--- src/htx_pkg.sv ---
package htx_pkg;

  // Frame type codes carried in the first byte of each transmitted frame.
  localparam logic [7:0] FIS_TYPE_REG_H2D = 8'h27;
  localparam logic [7:0] FIS_TYPE_DMA_SETUP = 8'h41;
  localparam logic [7:0] FIS_TYPE_SELFTEST = 8'h58;

  // Index of the final dword of each frame kind.
  localparam logic [2:0] LAST_IDX_REG = 3'h4;
  localparam logic [2:0] LAST_IDX_DMA = 3'h6;
  localparam logic [2:0] LAST_IDX_SELFTEST = 3'h2;

  // Flag byte fields of the register and DMA setup frames.
  localparam int CMD_FLAG_BIT = 7;
  localparam int DMA_DIR_BIT = 5;
  localparam int DMA_IRQ_BIT = 6;

  // Soft reset bit of the device control register and its reset value.
  localparam int SRST_BIT = 2;
  localparam logic [7:0] DEVCTL_RESET = 8'h00;
  localparam logic [7:0] COMMAND_RESET = 8'h00;

  // Opcode of the DEVICE RESET command.
  localparam logic [7:0] DEVICE_RESET_OPCODE = 8'h08;

  // Slots of the pending request flags.
  localparam int PEND_CMD = 0;
  localparam int PEND_CTL = 1;
  localparam int PEND_DMA = 2;
  localparam int PEND_SELFTEST = 3;
  localparam int PEND_COUNT = 4;

  // Which transmit sequence is in progress.
  typedef enum logic [1:0] {
    kind_command,
    kind_control,
    kind_dma_setup,
    kind_selftest
  } htx_kind_t;

  // Transmit sequencer states.
  typedef enum logic [2:0] {
    host_idle_state,
    command_frame_build_state,
    control_frame_build_state,
    dma_setup_frame_build_state,
    selftest_frame_build_state,
    ending_status_wait_state
  } htx_state_t;

endpackage

--- src/htx_pend.sv ---
`timescale 1ns/1ps
`default_nettype none

// One sticky request flag; a set in the same cycle as a clear wins.
module htx_pend
(
  input  wire logic i_ref_clk,
  input  wire logic i_rst,
  input  wire logic i_set,
  input  wire logic i_clear,
  output logic      o_flag
);

  logic next_flag;

  // The set term is outside the clear mask so a request that lands on the clear is kept.
  always_comb
  begin
    next_flag = i_set | (o_flag & ~i_clear);
  end

  always_ff @(posedge i_ref_clk or posedge i_rst)
  begin
    if (i_rst)
      o_flag <= 1'b0;
    else
      o_flag <= next_flag;
  end

endmodule

`default_nettype wire

--- src/htx_frame_dword.sv ---
`timescale 1ns/1ps
`default_nettype none

// Produces one dword of the frame of the given kind at the given index.
module htx_frame_dword
(
  input  wire htx_pkg::htx_kind_t i_kind,
  input  wire logic [2:0]         i_index,
  input  wire logic [7:0]         i_command,
  input  wire logic [7:0]         i_devctl,
  input  wire logic [7:0]         i_features,
  input  wire logic [7:0]         i_features_exp,
  input  wire logic [23:0]        i_lba,
  input  wire logic [23:0]        i_lba_exp,
  input  wire logic [7:0]         i_device,
  input  wire logic [15:0]        i_count,
  input  wire logic               i_dma_dir,
  input  wire logic               i_dma_irq,
  input  wire logic [63:0]        i_dma_buf_id,
  input  wire logic [31:0]        i_dma_offset,
  input  wire logic [31:0]        i_dma_count,
  input  wire logic [7:0]         i_st_pattern,
  input  wire logic [63:0]        i_st_data,
  output logic [31:0]             o_dword
);
  import htx_pkg::*;

  logic [7:0] flags;

  // Register frames differ only in the command flag; unused slots read zero.
  always_comb
  begin
    flags = 8'h00;
    o_dword = 32'h0;
    unique case (i_kind)
      kind_command, kind_control:
      begin
        flags[CMD_FLAG_BIT] = (i_kind == kind_command);
        unique case (i_index)
          3'h0: o_dword = {i_features, i_command, flags, FIS_TYPE_REG_H2D};
          3'h1: o_dword = {i_device, i_lba};
          3'h2: o_dword = {i_features_exp, i_lba_exp};
          3'h3: o_dword = {i_devctl, 8'h00, i_count};
          default: o_dword = 32'h0;
        endcase
      end
      kind_dma_setup:
      begin
        flags[DMA_DIR_BIT] = i_dma_dir;
        flags[DMA_IRQ_BIT] = i_dma_irq;
        unique case (i_index)
          3'h0: o_dword = {16'h0, flags, FIS_TYPE_DMA_SETUP};
          3'h1: o_dword = i_dma_buf_id[31:0];
          3'h2: o_dword = i_dma_buf_id[63:32];
          3'h4: o_dword = i_dma_offset;
          3'h5: o_dword = i_dma_count;
          default: o_dword = 32'h0;
        endcase
      end
      kind_selftest:
      begin
        unique case (i_index)
          3'h0: o_dword = {8'h00, i_st_pattern, 8'h00, FIS_TYPE_SELFTEST};
          3'h1: o_dword = i_st_data[31:0];
          3'h2: o_dword = i_st_data[63:32];
          default: o_dword = 32'h0;
        endcase
      end
    endcase
  end

endmodule

`default_nettype wire

--- src/htx_transmit.sv ---
// Behaviour
// - Shadow command write builds a register frame, flags it pending, hands it over.
// - After the last dword, pulse frame end and enter the ending status wait.
// - Illegal transition from the link in any build or wait state returns to idle.
// - Incoming frame during any build abandons transmission and returns to idle.
// - The wait state holds until link and phy report final status.
// - Error-free status in the wait state returns every sequence to idle.
// - Command error without soft reset rebuilds and resends the command frame.
// - Command error with soft reset or packet DEVICE RESET sends SYNC and idles.
// - Device control write builds a register frame and passes it to the link.
// - Control frame error rebuilds and resends the control frame.
// - Application request builds a DMA setup frame with direction, buffer, offset, count, irq.
// - The DMA setup frame is followed by data frames, sent by other logic.
// - DMA setup error without soft reset reports status and rebuilds the frame.
// - Soft reset or DEVICE RESET during DMA setup wait sends SYNC and idles.
// - Self-test frame is sent, then idle; the application then enters test mode.
// - Self-test frame error returns to the build state and resends.
// - A control sequence starts only when a write changes the soft reset bit.
`timescale 1ns/1ps
`default_nettype none

module htx_transmit
(
  input  wire logic               i_ref_clk,
  input  wire logic               i_rst,
  // Shadow register writes and contents.
  input  wire logic               i_cmd_wr,
  input  wire logic [7:0]         i_cmd_wdata,
  input  wire logic               i_devctl_wr,
  input  wire logic [7:0]         i_devctl_wdata,
  input  wire logic [7:0]         i_sh_features,
  input  wire logic [7:0]         i_sh_features_exp,
  input  wire logic [23:0]        i_sh_lba,
  input  wire logic [23:0]        i_sh_lba_exp,
  input  wire logic [7:0]         i_sh_device,
  input  wire logic [15:0]        i_sh_count,
  input  wire logic               i_packet_device,
  // Application requests.
  input  wire logic               i_dma_req,
  input  wire logic               i_dma_dir,
  input  wire logic               i_dma_irq,
  input  wire logic [63:0]        i_dma_buf_id,
  input  wire logic [31:0]        i_dma_offset,
  input  wire logic [31:0]        i_dma_count,
  input  wire logic               i_st_req,
  input  wire logic [7:0]         i_st_pattern,
  input  wire logic [63:0]        i_st_data,
  // Link layer side.
  input  wire logic               i_link_dword_ready,
  input  wire logic               i_link_rx_start,
  input  wire logic               i_link_illegal,
  input  wire logic               i_link_status_valid,
  input  wire logic               i_link_status_err,
  output logic                    o_link_frame_pending,
  output logic [31:0]             o_link_dword,
  output logic                    o_link_dword_valid,
  output logic                    o_link_frame_end,
  output logic                    o_link_send_sync,
  output logic                    o_link_status_report,
  // Status toward software and application.
  output logic                    o_idle,
  output logic                    o_soft_reset,
  output logic                    o_done,
  output htx_pkg::htx_kind_t      o_done_kind
);
  import htx_pkg::*;

  htx_state_t          state;
  htx_state_t          next_state;
  htx_kind_t           kind;
  htx_kind_t           next_kind;
  logic [2:0]          idx;
  logic [2:0]          next_idx;
  logic                load;
  logic [31:0]         bld_dword;
  logic [31:0]         next_dword;
  logic                next_valid;
  logic                next_pending;
  logic                next_end;
  logic                next_sync;
  logic                next_report;
  logic                next_done;
  logic [PEND_COUNT-1:0] pend;
  logic [PEND_COUNT-1:0] pend_set;
  logic [PEND_COUNT-1:0] pend_clr;
  logic [7:0]          command;
  logic [7:0]          next_command;
  logic [7:0]          devctl;
  logic [7:0]          next_devctl;
  logic                devrst;
  logic                next_devrst;
  logic                dma_dir;
  logic                dma_irq;
  logic [63:0]         dma_buf_id;
  logic [31:0]         dma_offset;
  logic [31:0]         dma_count;
  logic [7:0]          st_pattern;
  logic [63:0]         st_data;
  logic                srst;

  assign srst = devctl[SRST_BIT];

  // Build state that belongs to each sequence kind.
  function automatic htx_state_t build_state(input htx_kind_t k);
    htx_state_t s;
    unique case (k)
      kind_command:   s = command_frame_build_state;
      kind_control:   s = control_frame_build_state;
      kind_dma_setup: s = dma_setup_frame_build_state;
      kind_selftest:  s = selftest_frame_build_state;
    endcase
    return s;
  endfunction

  // Final dword index of each frame kind.
  function automatic logic [2:0] last_idx(input htx_kind_t k);
    logic [2:0] n;
    unique case (k)
      kind_command, kind_control: n = LAST_IDX_REG;
      kind_dma_setup:             n = LAST_IDX_DMA;
      kind_selftest:              n = LAST_IDX_SELFTEST;
    endcase
    return n;
  endfunction

  // Requests raised while a sequence runs wait in sticky flags.
  assign pend_set[PEND_CMD] = i_cmd_wr;
  assign pend_set[PEND_CTL] = i_devctl_wr && (i_devctl_wdata[SRST_BIT] != srst);
  assign pend_set[PEND_DMA] = i_dma_req;
  assign pend_set[PEND_SELFTEST] = i_st_req;

  genvar g;
  generate
    for (g = 0; g < PEND_COUNT; g++)
    begin : g_pend
      htx_pend u_pend
      (
        .i_ref_clk (i_ref_clk),
        .i_rst     (i_rst),
        .i_set     (pend_set[g]),
        .i_clear   (pend_clr[g]),
        .o_flag    (pend[g])
      );
    end
  endgenerate

  // Dword of the frame at the index that will be presented next.
  htx_frame_dword u_frame
  (
    .i_kind         (next_kind),
    .i_index        (next_idx),
    .i_command      (command),
    .i_devctl       (devctl),
    .i_features     (i_sh_features),
    .i_features_exp (i_sh_features_exp),
    .i_lba          (i_sh_lba),
    .i_lba_exp      (i_sh_lba_exp),
    .i_device       (i_sh_device),
    .i_count        (i_sh_count),
    .i_dma_dir      (dma_dir),
    .i_dma_irq      (dma_irq),
    .i_dma_buf_id   (dma_buf_id),
    .i_dma_offset   (dma_offset),
    .i_dma_count    (dma_count),
    .i_st_pattern   (st_pattern),
    .i_st_data      (st_data),
    .o_dword        (bld_dword)
  );

  // The dword only changes when loaded, so it stays stable while the link stalls.
  assign next_dword = load ? bld_dword : o_link_dword;

  // Sequencer: start from idle, hand over dwords, judge the ending status.
  always_comb
  begin
    next_state = state;
    next_kind = kind;
    next_idx = idx;
    load = 1'b0;
    next_valid = o_link_dword_valid;
    next_pending = o_link_frame_pending;
    next_end = 1'b0;
    next_sync = 1'b0;
    next_report = 1'b0;
    next_done = 1'b0;
    pend_clr = '0;
    next_devrst = devrst;
    unique case (state)
      host_idle_state:
      begin
        // A frame arriving from the device owns the link; starts wait for it.
        if (!i_link_rx_start)
        begin
          load = |pend;
          if (pend[PEND_CMD])
          begin
            next_kind = kind_command;
            pend_clr[PEND_CMD] = 1'b1;
          end
          else if (pend[PEND_CTL])
          begin
            next_kind = kind_control;
            pend_clr[PEND_CTL] = 1'b1;
          end
          else if (pend[PEND_DMA])
          begin
            next_kind = kind_dma_setup;
            pend_clr[PEND_DMA] = 1'b1;
          end
          else if (pend[PEND_SELFTEST])
          begin
            next_kind = kind_selftest;
            pend_clr[PEND_SELFTEST] = 1'b1;
          end
          if (|pend)
          begin
            next_state = build_state(next_kind);
            next_idx = 3'h0;
            next_valid = 1'b1;
            next_pending = 1'b1;
          end
        end
      end
      command_frame_build_state, control_frame_build_state,
      dma_setup_frame_build_state, selftest_frame_build_state:
      begin
        if (i_link_illegal || i_link_rx_start)
        begin
          next_state = host_idle_state;
          next_valid = 1'b0;
          next_pending = 1'b0;
        end
        else if (o_link_dword_valid && i_link_dword_ready)
        begin
          if (idx == last_idx(kind))
          begin
            next_state = ending_status_wait_state;
            next_valid = 1'b0;
            next_pending = 1'b0;
            next_end = 1'b1;
          end
          else
          begin
            next_idx = idx + 3'h1;
            load = 1'b1;
          end
        end
      end
      ending_status_wait_state:
      begin
        if (i_link_illegal)
          next_state = host_idle_state;
        else if (kind == kind_dma_setup && (srst || devrst))
        begin
          next_state = host_idle_state;
          next_sync = 1'b1;
          next_devrst = 1'b0;
        end
        else if (i_link_status_valid)
        begin
          if (!i_link_status_err)
          begin
            next_state = host_idle_state;
            next_done = 1'b1;
          end
          else if (kind == kind_command && (srst || (devrst && i_packet_device)))
          begin
            next_state = host_idle_state;
            next_sync = 1'b1;
            next_devrst = 1'b0;
          end
          else
          begin
            // Every other error resends the same frame, with no retry cap.
            next_state = build_state(kind);
            next_idx = 3'h0;
            load = 1'b1;
            next_valid = 1'b1;
            next_pending = 1'b1;
            next_report = (kind == kind_dma_setup);
          end
        end
      end
    endcase
    // A new command write decides the reset flag and beats any clear above.
    if (i_cmd_wr)
      next_devrst = (i_cmd_wdata == DEVICE_RESET_OPCODE);
  end

  always_ff @(posedge i_ref_clk or posedge i_rst)
  begin
    if (i_rst)
    begin
      state <= host_idle_state;
      kind <= kind_command;
      idx <= 3'h0;
      devrst <= 1'b0;
      o_link_dword <= 32'h0;
      o_link_dword_valid <= 1'b0;
      o_link_frame_pending <= 1'b0;
      o_link_frame_end <= 1'b0;
      o_link_send_sync <= 1'b0;
      o_link_status_report <= 1'b0;
      o_idle <= 1'b1;
      o_done <= 1'b0;
      o_done_kind <= kind_command;
    end
    else
    begin
      state <= next_state;
      kind <= next_kind;
      idx <= next_idx;
      devrst <= next_devrst;
      o_link_dword <= next_dword;
      o_link_dword_valid <= next_valid;
      o_link_frame_pending <= next_pending;
      o_link_frame_end <= next_end;
      o_link_send_sync <= next_sync;
      o_link_status_report <= next_report;
      o_idle <= (next_state == host_idle_state);
      o_done <= next_done;
      o_done_kind <= kind;
    end
  end

  // Shadow command and device control copies that feed the register frames.
  always_comb
  begin
    next_command = i_cmd_wr ? i_cmd_wdata : command;
    next_devctl = i_devctl_wr ? i_devctl_wdata : devctl;
  end

  always_ff @(posedge i_ref_clk or posedge i_rst)
  begin
    if (i_rst)
    begin
      command <= COMMAND_RESET;
      devctl <= DEVCTL_RESET;
      o_soft_reset <= 1'b0;
    end
    else
    begin
      command <= next_command;
      devctl <= next_devctl;
      o_soft_reset <= next_devctl[SRST_BIT];
    end
  end

  // Fields latch on the request so a retry resends them; a new request replaces them.
  always_ff @(posedge i_ref_clk or posedge i_rst)
  begin
    if (i_rst)
    begin
      dma_dir <= 1'b0;
      dma_irq <= 1'b0;
      dma_buf_id <= 64'h0;
      dma_offset <= 32'h0;
      dma_count <= 32'h0;
      st_pattern <= 8'h00;
      st_data <= 64'h0;
    end
    else
    begin
      if (i_dma_req)
      begin
        dma_dir <= i_dma_dir;
        dma_irq <= i_dma_irq;
        dma_buf_id <= i_dma_buf_id;
        dma_offset <= i_dma_offset;
        dma_count <= i_dma_count;
      end
      if (i_st_req)
      begin
        st_pattern <= i_st_pattern;
        st_data <= i_st_data;
      end
    end
  end

endmodule

`default_nettype wire

--- config.mk ---
export PLATFORM = sky130hd
export DESIGN_NAME = htx_transmit
export DESIGN_NICKNAME = d
export VERILOG_FILES = /design/src/htx_pkg.sv /design/src/htx_pend.sv /design/src/htx_frame_dword.sv /design/src/htx_transmit.sv
export SDC_FILE = /design/constraint.sdc
export NUM_CORES = 1
export LEC_CHECK = 0
export BUFFER_PORTS_ARGS = -buffer_cell sky130_fd_sc_hd__buf_2
export CAP_MARGIN = 20
export CORE_UTILIZATION = 50
export DETAILED_ROUTE_END_ITERATION = 6
export GPL_ROUTABILITY_DRIVEN = 0
export PLACE_DENSITY_LB_ADDON = 0.1
export SLEW_MARGIN = 20
export SYNTH_ARGS = -nofsm -noshare
export SYNTH_HDL_FRONTEND = slang
export SYNTH_SLANG_ARGS = --single-unit
--- constraint.sdc ---
create_clock -name i_ref_clk -period 22.4 [get_ports i_ref_clk]
set_clock_uncertainty 0.05 [all_clocks]
set_input_delay 0 -clock i_ref_clk [delete_from_list [all_inputs] [get_ports i_ref_clk]]
set_output_delay 0 -clock i_ref_clk [all_outputs]
set_load 0.01 [all_outputs]
# Yosys cells after proc, flatten, opt, wreduce, memory -nomap -nowiden

Cells that the tools add are included.

Latch bits: 0
Bits in writable memories: 0
Input bits: 318
Register bits: 271
Memory bits (read-only): 0
Memories kept: 0
Output and inout port bits: 42

Divide/modulo/power cells: 0
Reductions and logical operators: 24
$lt $le $gt $ge: 0
Bitwise gates (word level): 12
$add $sub $neg: 1
Eq/ne operators: 32
Shifts and indexed selects: 0
$mul: 0
Muxes and demuxes: 99

Operators by type and width:

| operator             | count |
|---|---|
| $pmux W32 S3         | 2 |
| $pmux W32 S5         | 1 |
| $pmux W32 S4         | 1 |
| $mux W3              | 25 |
| $mux W1              | 52 |
| $pmux W3 S3          | 3 |
| $pmux W3 S4          | 2 |
| $mux W2              | 9 |
| $ne A2 B2 Y1 const B | 8 |
| $eq A2 B2 Y1 const B | 6 |
| $eq A3 B2 Y1 const B | 4 |
| $eq A3 B3 Y1 const B | 4 |
| $logic_not A3 Y1     | 3 |
| $reduce_and A9 Y1    | 1 |
| $reduce_bool A3 Y1   | 3 |
| $eq A8 B4 Y1 const B | 1 |
| $mux W4              | 2 |
| $reduce_or A4 Y1     | 2 |
| $eq A2 B1 Y1 const B | 3 |
| $eq A3 B1 Y1 const B | 2 |
| $logic_not A2 Y1     | 3 |
| $ne A3 B3 Y1 const B | 2 |
| $pmux W1 S3          | 2 |
| $logic_and A1 B1 Y1  | 5 |
| 10 further kinds     | 22 |

# Longest topological paths before layout

Gate-level depths: netlist (run 1).

Word-level depth: 14
Depth in mapped cells: 13

# By module

Synthesis (run 1) repeated with hierarchy kept, for this count alone.

Cells, all modules: 978
Area total of the unflattened synthesis: 13420.4 um2

By module, submodules not included:

| module          | cells each | area an instance (um2) | times used |
|---|---|---|---|
| htx_transmit    | 656        | 10548.9                | 1 |
| htx_frame_dword | 306        | 2711.4                 | 1 |
| htx_pend        | 4          | 40.0                   | 4 |

# Worst setup path after synthesis (run 1)

No wires, ideal clock.

Path kind: flip-flop to flip-flop
Start point: register kind[0]
End point: register o_link_dword[15]
Data required time: 22.224 ns
Data arrival time: 2.915 ns
Slack: 19.309 ns
Cell stages (with the launch flop): 12
Clock period less this slack: 3.091 ns
Path through: dfrtp_1 > inv_1 > ha_1 > o21a_1 > a2111o_1 > a221o_1 > a21oi_2 > buf_2 > mux2_2 > o21ai_0 > a21oi_1 > o32a_1

Cells in the longest elaborated chain, start to end: 14
Elaborated cells between the ends (all ways): 53

RTL lines:

| what                                                    | line                                     | RTL |
|---|---|---|
| start: declaration                                      | htx_transmit.sv:70                       | `htx_kind_t kind;` |
| start signal: assignment                                | htx_transmit.sv:295                      | `kind <= kind_command;` |
| start signal: assignment                                | htx_transmit.sv:311                      | `kind <= next_kind;` |
| $eq A2 B1 Y1 / $logic_not A2 Y1 (equally long branches) | htx_transmit.sv:118, htx_transmit.sv:266 |  |
| $reduce_or A2 Y1                                        | htx_transmit.sv:118                      | `unique case (k)` |
| $pmux W3 S3                                             | htx_transmit.sv:118                      |  |
| $mux W3                                                 | htx_transmit.sv:233                      | `else if (o_link_dword_valid && i_link_dword_ready)` |
| $mux W3                                                 | htx_transmit.sv:227                      | `if (i_link_illegal \|\| i_link_rx_start)` |
| $mux W3                                                 | htx_transmit.sv:188                      | `unique case (state)` |
| $eq A3 B3 Y1                                            | htx_transmit.sv:235                      | `if (idx == last_idx(kind))` |
| $mux W3                                                 | htx_transmit.sv:235                      |  |
| $mux W3                                                 | htx_transmit.sv:233                      |  |
| $mux W3                                                 | htx_transmit.sv:227                      |  |
| $pmux W3 S3                                             | htx_transmit.sv:188                      |  |
| $eq A3 B3 Y1 (tied with other cells)                    | htx_frame_dword.sv:51                    | `unique case (i_index)` |
| $pmux W32 S5 (tied with other cells)                    | htx_frame_dword.sv:51                    |  |
| $pmux W32 S3                                            | htx_frame_dword.sv:35                    | `unique case (i_kind)` |
| end signal: assignment                                  | htx_transmit.sv:314                      | `o_link_dword <= next_dword;` |
| end: declaration                                        | htx_transmit.sv:55                       | `output logic [31:0] o_link_dword,` |

Parallel ways exist; a longest one is shown, timed or not. The select of a mux whose other input is x is not followed.
A chain may end at the register's enable or synchronous reset.

# Worst setup path in the final report (run 1)

Start point: register kind[0]
End point: register o_link_dword[10]

The elaborated chain is that of the path after synthesis.

==> impl_results.rst, run 1 <==
.. list-table::
   :header-rows: 1

   * - Metric
     - Value
   * - Run status
     - finished, final reports clean
   * - Category of the critical setup timing path
     - reg2reg
   * - TNS Setup
     - 0 ns
   * - Fin nets
     - between 2,000 and 2,500
   * - Maximum number of pins on one net before global-route repair
     - around 130
   * - Fraction of layout instances using a drive strength above 1
     - 0.3750
   * - Main synth FF type
     - dfrtp_1
   * - Number of search-and-repair iterations in the first detailed-routing pass
     - 5
   * - Horizontal die dimension
     - 162.4 um
   * - First DRT Iteration DRCs
     - ~1,000
   * - Data arrival time of the critical path
     - 5.60 ns
   * - Mapped Cells
     - 1,123
   * - Number of global-route vias before repair
     - 12,097
   * - Sink Count
     - 271
   * - Number of maximum-capacitance constraint violations
     - 0
   * - Antenna violations before repair
     - 5
   * - Total clock buffers created by CTS
     - 30
   * - Total number of vias
     - between 10,000 and 15,000
   * - Number of enable flip-flop cells after synthesis
     - 0
   * - Starting density of the core
     - 0.5105
   * - Count of warnings emitted by yosys
     - 0
   * - Slack of the worst reg-to-reg path
     - 17.19 ns
   * - Slew at the pin with the worst max-slew slack
     - approximately 1 ns
   * - Number of nets still failing antenna checks after routing
     - 0
   * - Count of distinct cell types in the synthesized netlist
     - 67
   * - Crit. Startpoint
     - kind[0]$_DFF_PP0_
   * - Detailed-route wire length
     - between 40,000 and 50,000 um
   * - Worst hold path endpoint
     - o_link_dword[11]$_DFFE_PP0P_
   * - CTS root buf
     - clkbuf_16
   * - Number of cells on the worst hold path
     - 5
   * - Part of the Yosys area used for sequential elements
     - 0.5276
   * - DRC violations left
     - 0
   * - Relative slew slack
     - 0.3117
   * - Number of fill cells in the layout
     - about 1,700
   * - PostCTS Resize Cnt
     - 0
   * - Clock slew at reported path FFs
     - approximately 0.060 ns
   * - Die outline height
     - approximately 160 um
   * - Max clock buf depth
     - 3
   * - Launch point of the worst hold path
     - i_sh_lba_exp[11]
   * - Overall Global Routing Usage
     - 0.3459
   * - Post-DR vias/cell
     - 5.655
   * - Number of buffers added on ports
     - ~360
   * - Total number of placement rows
     - 58
   * - Worst r2r src
     - kind[0]$_DFF_PP0_
   * - Area of all placed cells without fillers
     - between 15,000 and 20,000 um2
   * - HPWL reported at the end of detailed placement
     - between 20,000 and 30,000 um
   * - Capture instance of the worst register-to-register path
     - o_link_dword[10]$_DFFE_PP0P_
   * - F_max
     - approximately 0.19 GHz
   * - Final Hold Vio Count
     - 0
   * - Total gr overflow
     - 0
   * - Area occupied by multi-input gates
     - just under 6000 um2
   * - Post-synthesis area per instance
     - between 10 and 15 um2
   * - Number of max-slew violations in the final report
     - 0
   * - Cell area after placement
     - about 15,000 um2
   * - Number of flip-flops and latches in the synthesized netlist
     - around 270
   * - Type of the tightest min-delay check
     - in2reg
   * - Post-CTS Setup Bufs
     - 0
   * - Worst IR Drop VDD
     - about 0.059 mV
   * - Top-level I/O count
     - 360
   * - Wire length of the first global-routing pass
     - approximately 69,000 um
   * - Source-to-sink clock delay at the later pin of the worst-skew pair
     - 0.55 ns
   * - RSZ-0062 raised after global routing
     - false
   * - Final critical delay including setup and external delays
     - ~5.2 ns
   * - Count of final setup violators
     - 0
   * - Kind of end point of the critical path
     - flop
   * - CTS H-tree depth
     - 1
   * - Peak fanout along the critical path
     - 36
   * - Final cycle utilization of the critical path
     - 0.2326
   * - Data required time at the worst endpoint
     - 22.79 ns
   * - Die area
     - roughly 26,000 um2
   * - Fraction of registers with async set/reset
     - 1.000
   * - Syn nets
     - 1,448
   * - PD cells
     - around 90 nW/um2
   * - Cell count of the worst reg-to-reg path
     - 12
   * - CORE AREA
     - between 20,000 and 30,000 um2
   * - Area added between synthesis and finish
     - 46.30%
   * - Area occupied by registers
     - 6783 um2
   * - Leakage power of the design
     - approximately 8.4 nW
   * - Average routed wire per standard cell
     - ~22 um
   * - Post-Synthesis Cell Area
     - 12,860 um2
   * - Clock tree from TritonCTS
     - yes
   * - Type of origin of the critical path
     - flop
-- timing repair --
action | CTS | global route
hold buffers | 289 | 0
setup endpoints to repair | 0 | 0
endpoints found under the hold margin | 385 | 0
-- Yosys cell counts (all sizes together) (2+ instances only) --
cell type / number / area share
dfrtp: 270 / 0.53
mux2: 219 / 0.19
nand2: 166 / 0.048
a21oi: 76 / 0.030
clkbuf: 48 / 0.014
o21ai: 47 / 0.018
nor2: 43 / 0.013
a22o: 31 / 0.021
buf: 31 / 0.013
a31oi: 22 / 0.011
a41oi: 17 / 0.012
nor3: 14 / 0.0071
mux2i: 13 / 0.010
a221oi: 11 / 0.0075
o2bb2ai: 9 / 0.0061
a32o: 8 / 0.0062
nor4: 8 / 0.0049
a22oi: 7 / 0.0041
ha: 7 / 0.0068
nand3: 7 / 0.0027
a32oi: 6 / 0.0055
inv: 6 / 0.0018
and2: 4 / 0.0019
o21a: 4 / 0.0023
o31ai: 4 / 0.0023
a21o: 3 / 0.0018
mux4: 3 / 0.0053
nand2b: 3 / 0.0015
o22ai: 3 / 0.0015
or3: 3 / 0.0015
a21boi: 2 / 0.0012
and3: 2 / 0.00097
nand3b: 2 / 0.0012
nor2b: 2 / 0.00097
o41ai: 2 / 0.0028
-- where the power goes --
group | leakage, nW | total (mW) | switching (mW) | internal, mW
clock | 0.499 | 0.501 | 0.200 | 0.302
sequential | 3.18 | 0.635 | 0.0637 | 0.571
combinational | 4.74 | 0.541 | 0.307 | 0.233
-- metrics by stage --
stage / cells / util / setup WS [ns] / total power [mW] / hold slack, ns
2_1_floorplan: 1123 / - / 14.88 / 0.9168 / 0.01989
5_1_grt: 2093 / 0.7467 / 16.92 / 1.747 / 0.02940
6_report: 2095 / 0.7469 / 17.19 / 1.677 / 0.007690
3_3_place_gp: 1747 / 0.5915 / 17.71 / 1.102 / 0.1830
3_5_place_dp: 1747 / 0.5915 / 17.52 / 1.110 / 0.1849
4_1_cts: 2090 / 0.7464 / 17.29 / 1.664 / 0.0006325
-- worst max-delay path by stage --
| stage | end |
|---|---|
| finish | o_link_dword[10]$_DFFE_PP0P_ |
| global route | o_link_dword[3]$_DFFE_PP0P_ |
| CTS | o_link_dword[3]$_DFFE_PP0P_ |
| detailed placement | o_link_dword[22]$_DFFE_PP0P_ |
| global placement | o_link_dword[26]$_DFFE_PP0P_ |
| floorplan | command[0]$_DFFE_PP0P_ |
-- state kept, by name, summed over array words and instances, names as in the netlist, 2 cells and up --
register	flops
devctl	7
dma_count	32
st_pattern	8
idx	3
dma_offset	32
kind	2
o_done_kind	2
g_pend.u_pend.o_flag	4
state	3
dma_buf_id	64
command	8
st_data	64
o_link_dword	32
-- layer usage --
layer / routed length, um / global-route usage / up-vias
met1: 19100 / 0.4730 / 5830
met2: 21530 / 0.5523 / 569
met3: 3526 / 0.06392 / 109
met5: 0 / 0 / -
met4: 1670 / 0.1231 / 0
li1: - / - / 5339
-- area by class of cell --
type,count,area share
diodes,5,0.0006652
clock buffers,47,0.04870
clock inverters,7,0.004856
inverters,6,0.001597
multi-input cells,767,0.3064
flip-flops and latches,271,0.3606
well taps,330,0.02195
repair buffers,662,0.2552
-- worst max-delay path, cell delays in order, from the launching register on --
cell	delay [ns]
dfrtp_1	0.43
inv_1	0.11
ha_1	0.28
or4b_1	0.54
a31oi_1	0.46
nor4_1	0.23
nor3_4	0.19
buf_4	0.40
inv_2	0.39
nor3_2	0.90
a221oi_1	0.19
dlygate4sd3_1	0.64
a41oi_1	0.26
-- cell usage in the layout (no fill, tap or decap), types with 31 or more instances in the layout --
cell type and n:
nor2_1 43, nand2_1 166, clkbuf_16 31, buf_2 357
dlygate4sd3_1 289, a22o_1 31, o21ai_0 33, mux2_2 219
dfrtp_1 270, a21oi_1 75
-- kinds of logic (layout without fill, tap and decap cells) --
kind of cell	count (synthesis)	count (layout)	share of synthesized area
buffers and inverters	85	722	0.02852
other	0	5	0
adders and majority gates	7	7	0.006812
and+or+nand+nor	263	263	0.08983
muxes	235	235	0.2072
DFF	271	271	0.5276
AOI/OAI and AO/OA	261	261	0.1394
xor gates and xnor gates	1	1	0.0006814
Note: power is estimated with default switching activity, not from simulation.
==> run 2: changes to the inputs <==
==> constraint.sdc (replaced) <==
create_clock -name i_ref_clk -period 4.9 [get_ports i_ref_clk]
set_clock_uncertainty 0.05 [all_clocks]
set_input_delay 0 -clock i_ref_clk [delete_from_list [all_inputs] [get_ports i_ref_clk]]
set_output_delay 0 -clock i_ref_clk [all_outputs]
set_load 0.01 [all_outputs]
==> run 2 against run 1 <==
Maximum frequency grew 14%; clock power grew to 4.2 times the previous value; sequential share of layout area grew 0.27 points; register-to-register slack lost 17 ns; non-clock buffer count shrank 2; final area shrank 0.73%; wire length shrank 1.7%; die area is the same; highest routed layer unchanged.
==> impl_results.rst, run 2 (same netlist as run 1, synthesis figures left out) <==
.. list-table::
   :header-rows: 1

   * - Metric
     - Value
   * - Total gr overflow
     - 0
   * - Average routed wire per standard cell
     - between 20 and 25 um
   * - Tightest hold margin
     - 0.004020 ns
   * - Fin nets
     - just over 2,000
   * - Slew at the pin with the worst max-slew slack
     - a little over 1 ns
   * - Diode insertion count for antenna repair
     - 0
   * - Highest-delay cell along the critical path
     - nor3_2
   * - Number of maximum-capacitance constraint violations
     - 0
   * - Number of nets still failing antenna checks after routing
     - 0
   * - Die area
     - about 26,000 um2
   * - Number of global-route vias before repair
     - 12,170
   * - Antenna violations before repair
     - 0
   * - Final cycle utilization of the critical path
     - 0.9334
   * - PostCTS Resize Cnt
     - 0
   * - CTS root buf
     - clkbuf_16
   * - HPWL reported at the end of detailed placement
     - ~28,000 um
   * - Run status
     - finished, final reports clean
   * - Number of search-and-repair iterations in the first detailed-routing pass
     - 5
   * - RSZ-0062 raised after global routing
     - false
   * - Fraction of layout instances using a drive strength above 1
     - 0.3749
   * - Type of the tightest min-delay check
     - in2reg
   * - DRC violations left
     - 0
   * - Top-level I/O count
     - 360
   * - Data required time at the worst endpoint
     - about 5.3 ns
   * - F_max
     - approximately 0.22 GHz
   * - Detailed-route wire length
     - approximately 45,000 um
   * - Count of final setup violators
     - 0
   * - Most frequent standard cell in the layout excluding fill and tap cells
     - buf_2
   * - Chain of cells forming the critical path
     - inv_1, ha_1, o21a_1, a2111o_1, a221o_1, a32oi_4, nand2_1, nor3_2, a221oi_1, dlygate4sd3_1, a31oi_1
   * - Sink Count
     - ~270
   * - Total number of vias
     - approximately 12,000
   * - Post-CTS Setup Bufs
     - 0
   * - Total number of placement rows
     - 58
   * - Overall Global Routing Usage
     - 0.3406
   * - Number of max-slew violations in the final report
     - 0
   * - Final critical delay including setup and external delays
     - 4.574 ns
   * - Largest registers in the final layout
     - dma_buf_id x64, st_data x64
   * - Starting density of the core
     - 0.5105
   * - Area added between synthesis and finish
     - 45.23%
   * - Data arrival time of the critical path
     - between 4 and 5 ns
   * - Number of buffers added on ports
     - roughly 360
   * - Source-to-sink clock delay at the later pin of the worst-skew pair
     - about 0.55 ns
   * - Most frequent cells in the layout
     - 357 x buf_2, 281 x dlygate4sd3_1, 270 x dfrtp_1, 219 x mux2_2, 166 x nand2_1
   * - PD cells
     - 398.1 nW/um2
   * - CTS H-tree depth
     - 1
   * - Category of the critical setup timing path
     - reg2reg
   * - Relative slew slack
     - 0.3271
   * - Final Hold Vio Count
     - 0
   * - Worst IR Drop VDD
     - ~0.27 mV
   * - Wire length of the first global-routing pass
     - just under 70,000 um
   * - Peak fanout along the critical path
     - 14
   * - Clock tree from TritonCTS
     - yes
   * - Maximum number of pins on one net before global-route repair
     - roughly 160
   * - CORE AREA
     - between 20,000 and 30,000 um2
   * - Type of origin of the critical path
     - flop
   * - Biggest cell delay along the critical path
     - ~0.72 ns
   * - Leakage power of the design
     - ~8.4 nW
   * - Total clock buffers created by CTS
     - 29
   * - First DRT Iteration DRCs
     - a little over 700
   * - TNS Setup
     - 0 ns
   * - Max clock buf depth
     - 3
   * - Number of fill cells in the layout
     - 1,718
   * - Horizontal die dimension
     - between 150 and 200 um
   * - Clock slew at reported path FFs
     - ~0.060 ns
   * - Post-DR vias/cell
     - between 5 and 6
   * - Die outline height
     - around 160 um
   * - Kind of end point of the critical path
     - flop
[run 2: changes by cell type in the layout (fill, tap and decap cells not counted), sizes merged]
cell and change:
dlygate4sd3 -8, buf +6, diode -5, clkinv -2
bufinv -1, clkinvlp +1, inv -1
[run 2: cell type report]
type	instances	area (um2)	area share
multi-input cells	767	5763	0.3087
flip-flops and latches	271	6783	0.3633
well taps	330	412.9	0.02212
clock buffers	47	843.3	0.04517
clock inverters	4	48.80	0.002614
repair buffers	660	4793	0.2567
inverters	6	26.28	0.001407
[run 2: power by group]
part | internal [mW] | total (mW) | leakage (nW) | switching [mW]
logic | 1.05 | 2.47 | 4.74 | 1.42
registers | 2.61 | 2.87 | 3.18 | 0.261
clock network | 1.22 | 2.10 | 0.435 | 0.878
total | 4.88 | 7.43 | 8.36 | 2.56
[run 2: routing by layer]
metal  part of all wire  global-route usage
met1               0.41              0.4454
met2               0.47              0.5577
met3              0.079             0.06494
met4              0.041              0.1394
met5                  0                   0
[run 2: path summary, 6_finish.rpt]
path	end	slack [ns]	cells after the start	startpoint
max in group asynchronous	command[3]$_DFFE_PP0P_	3.27	5	i_rst
worst min register to register	o_done_kind[1]$_DFF_PP0_	0.42	0	kind[1]$_DFF_PP0_
worst min-delay path	o_link_dword[20]$_DFFE_PP0P_	0.004	5	i_sh_lba[20]
min in group asynchronous	dma_count[0]$_DFFE_PP0P_	0.17	4	i_rst
worst max-delay path	o_link_dword[4]$_DFFE_PP0P_	0.33	11	kind[0]$_DFF_PP0_
worst max register to register	o_link_dword[4]$_DFFE_PP0P_	0.33	11	kind[0]$_DFF_PP0_
[run 2: stage by stage]
step | power (mW) | utilization | instances | area, um2 | setup slack, ns
finish | 7.433 | 0.7414 | 2085 | 18670 | 0.3262
detailed placement | 5.088 | 0.5942 | 1753 | 14960 | 0.7011
global placement | 5.057 | 0.5942 | 1753 | 14960 | 0.7914
floorplan | 4.192 | - | 1123 | 12860 | 1.269
CTS | 7.410 | 0.7413 | 2085 | 18670 | 0.3978
global route | 7.770 | 0.7414 | 2085 | 18670 | 0.09790
[run 2: critical path: cells and delay by family, from the launching register on]
family | cells | cell delay (ns)
AO/OA/AOI/OAI | 6 | 2.08
adder cells (fa/ha/maj) | 1 | 0.27
buffers and inverters | 2 | 0.72
flip-flops | 1 | 0.45
AND/OR/NAND/NOR | 2 | 0.91
[run 2: what timing repair did]
action,in CTS,in global routing
endpoints found under the setup margin,0,0
endpoints found under the hold margin,457,0
hold buffers,281,0
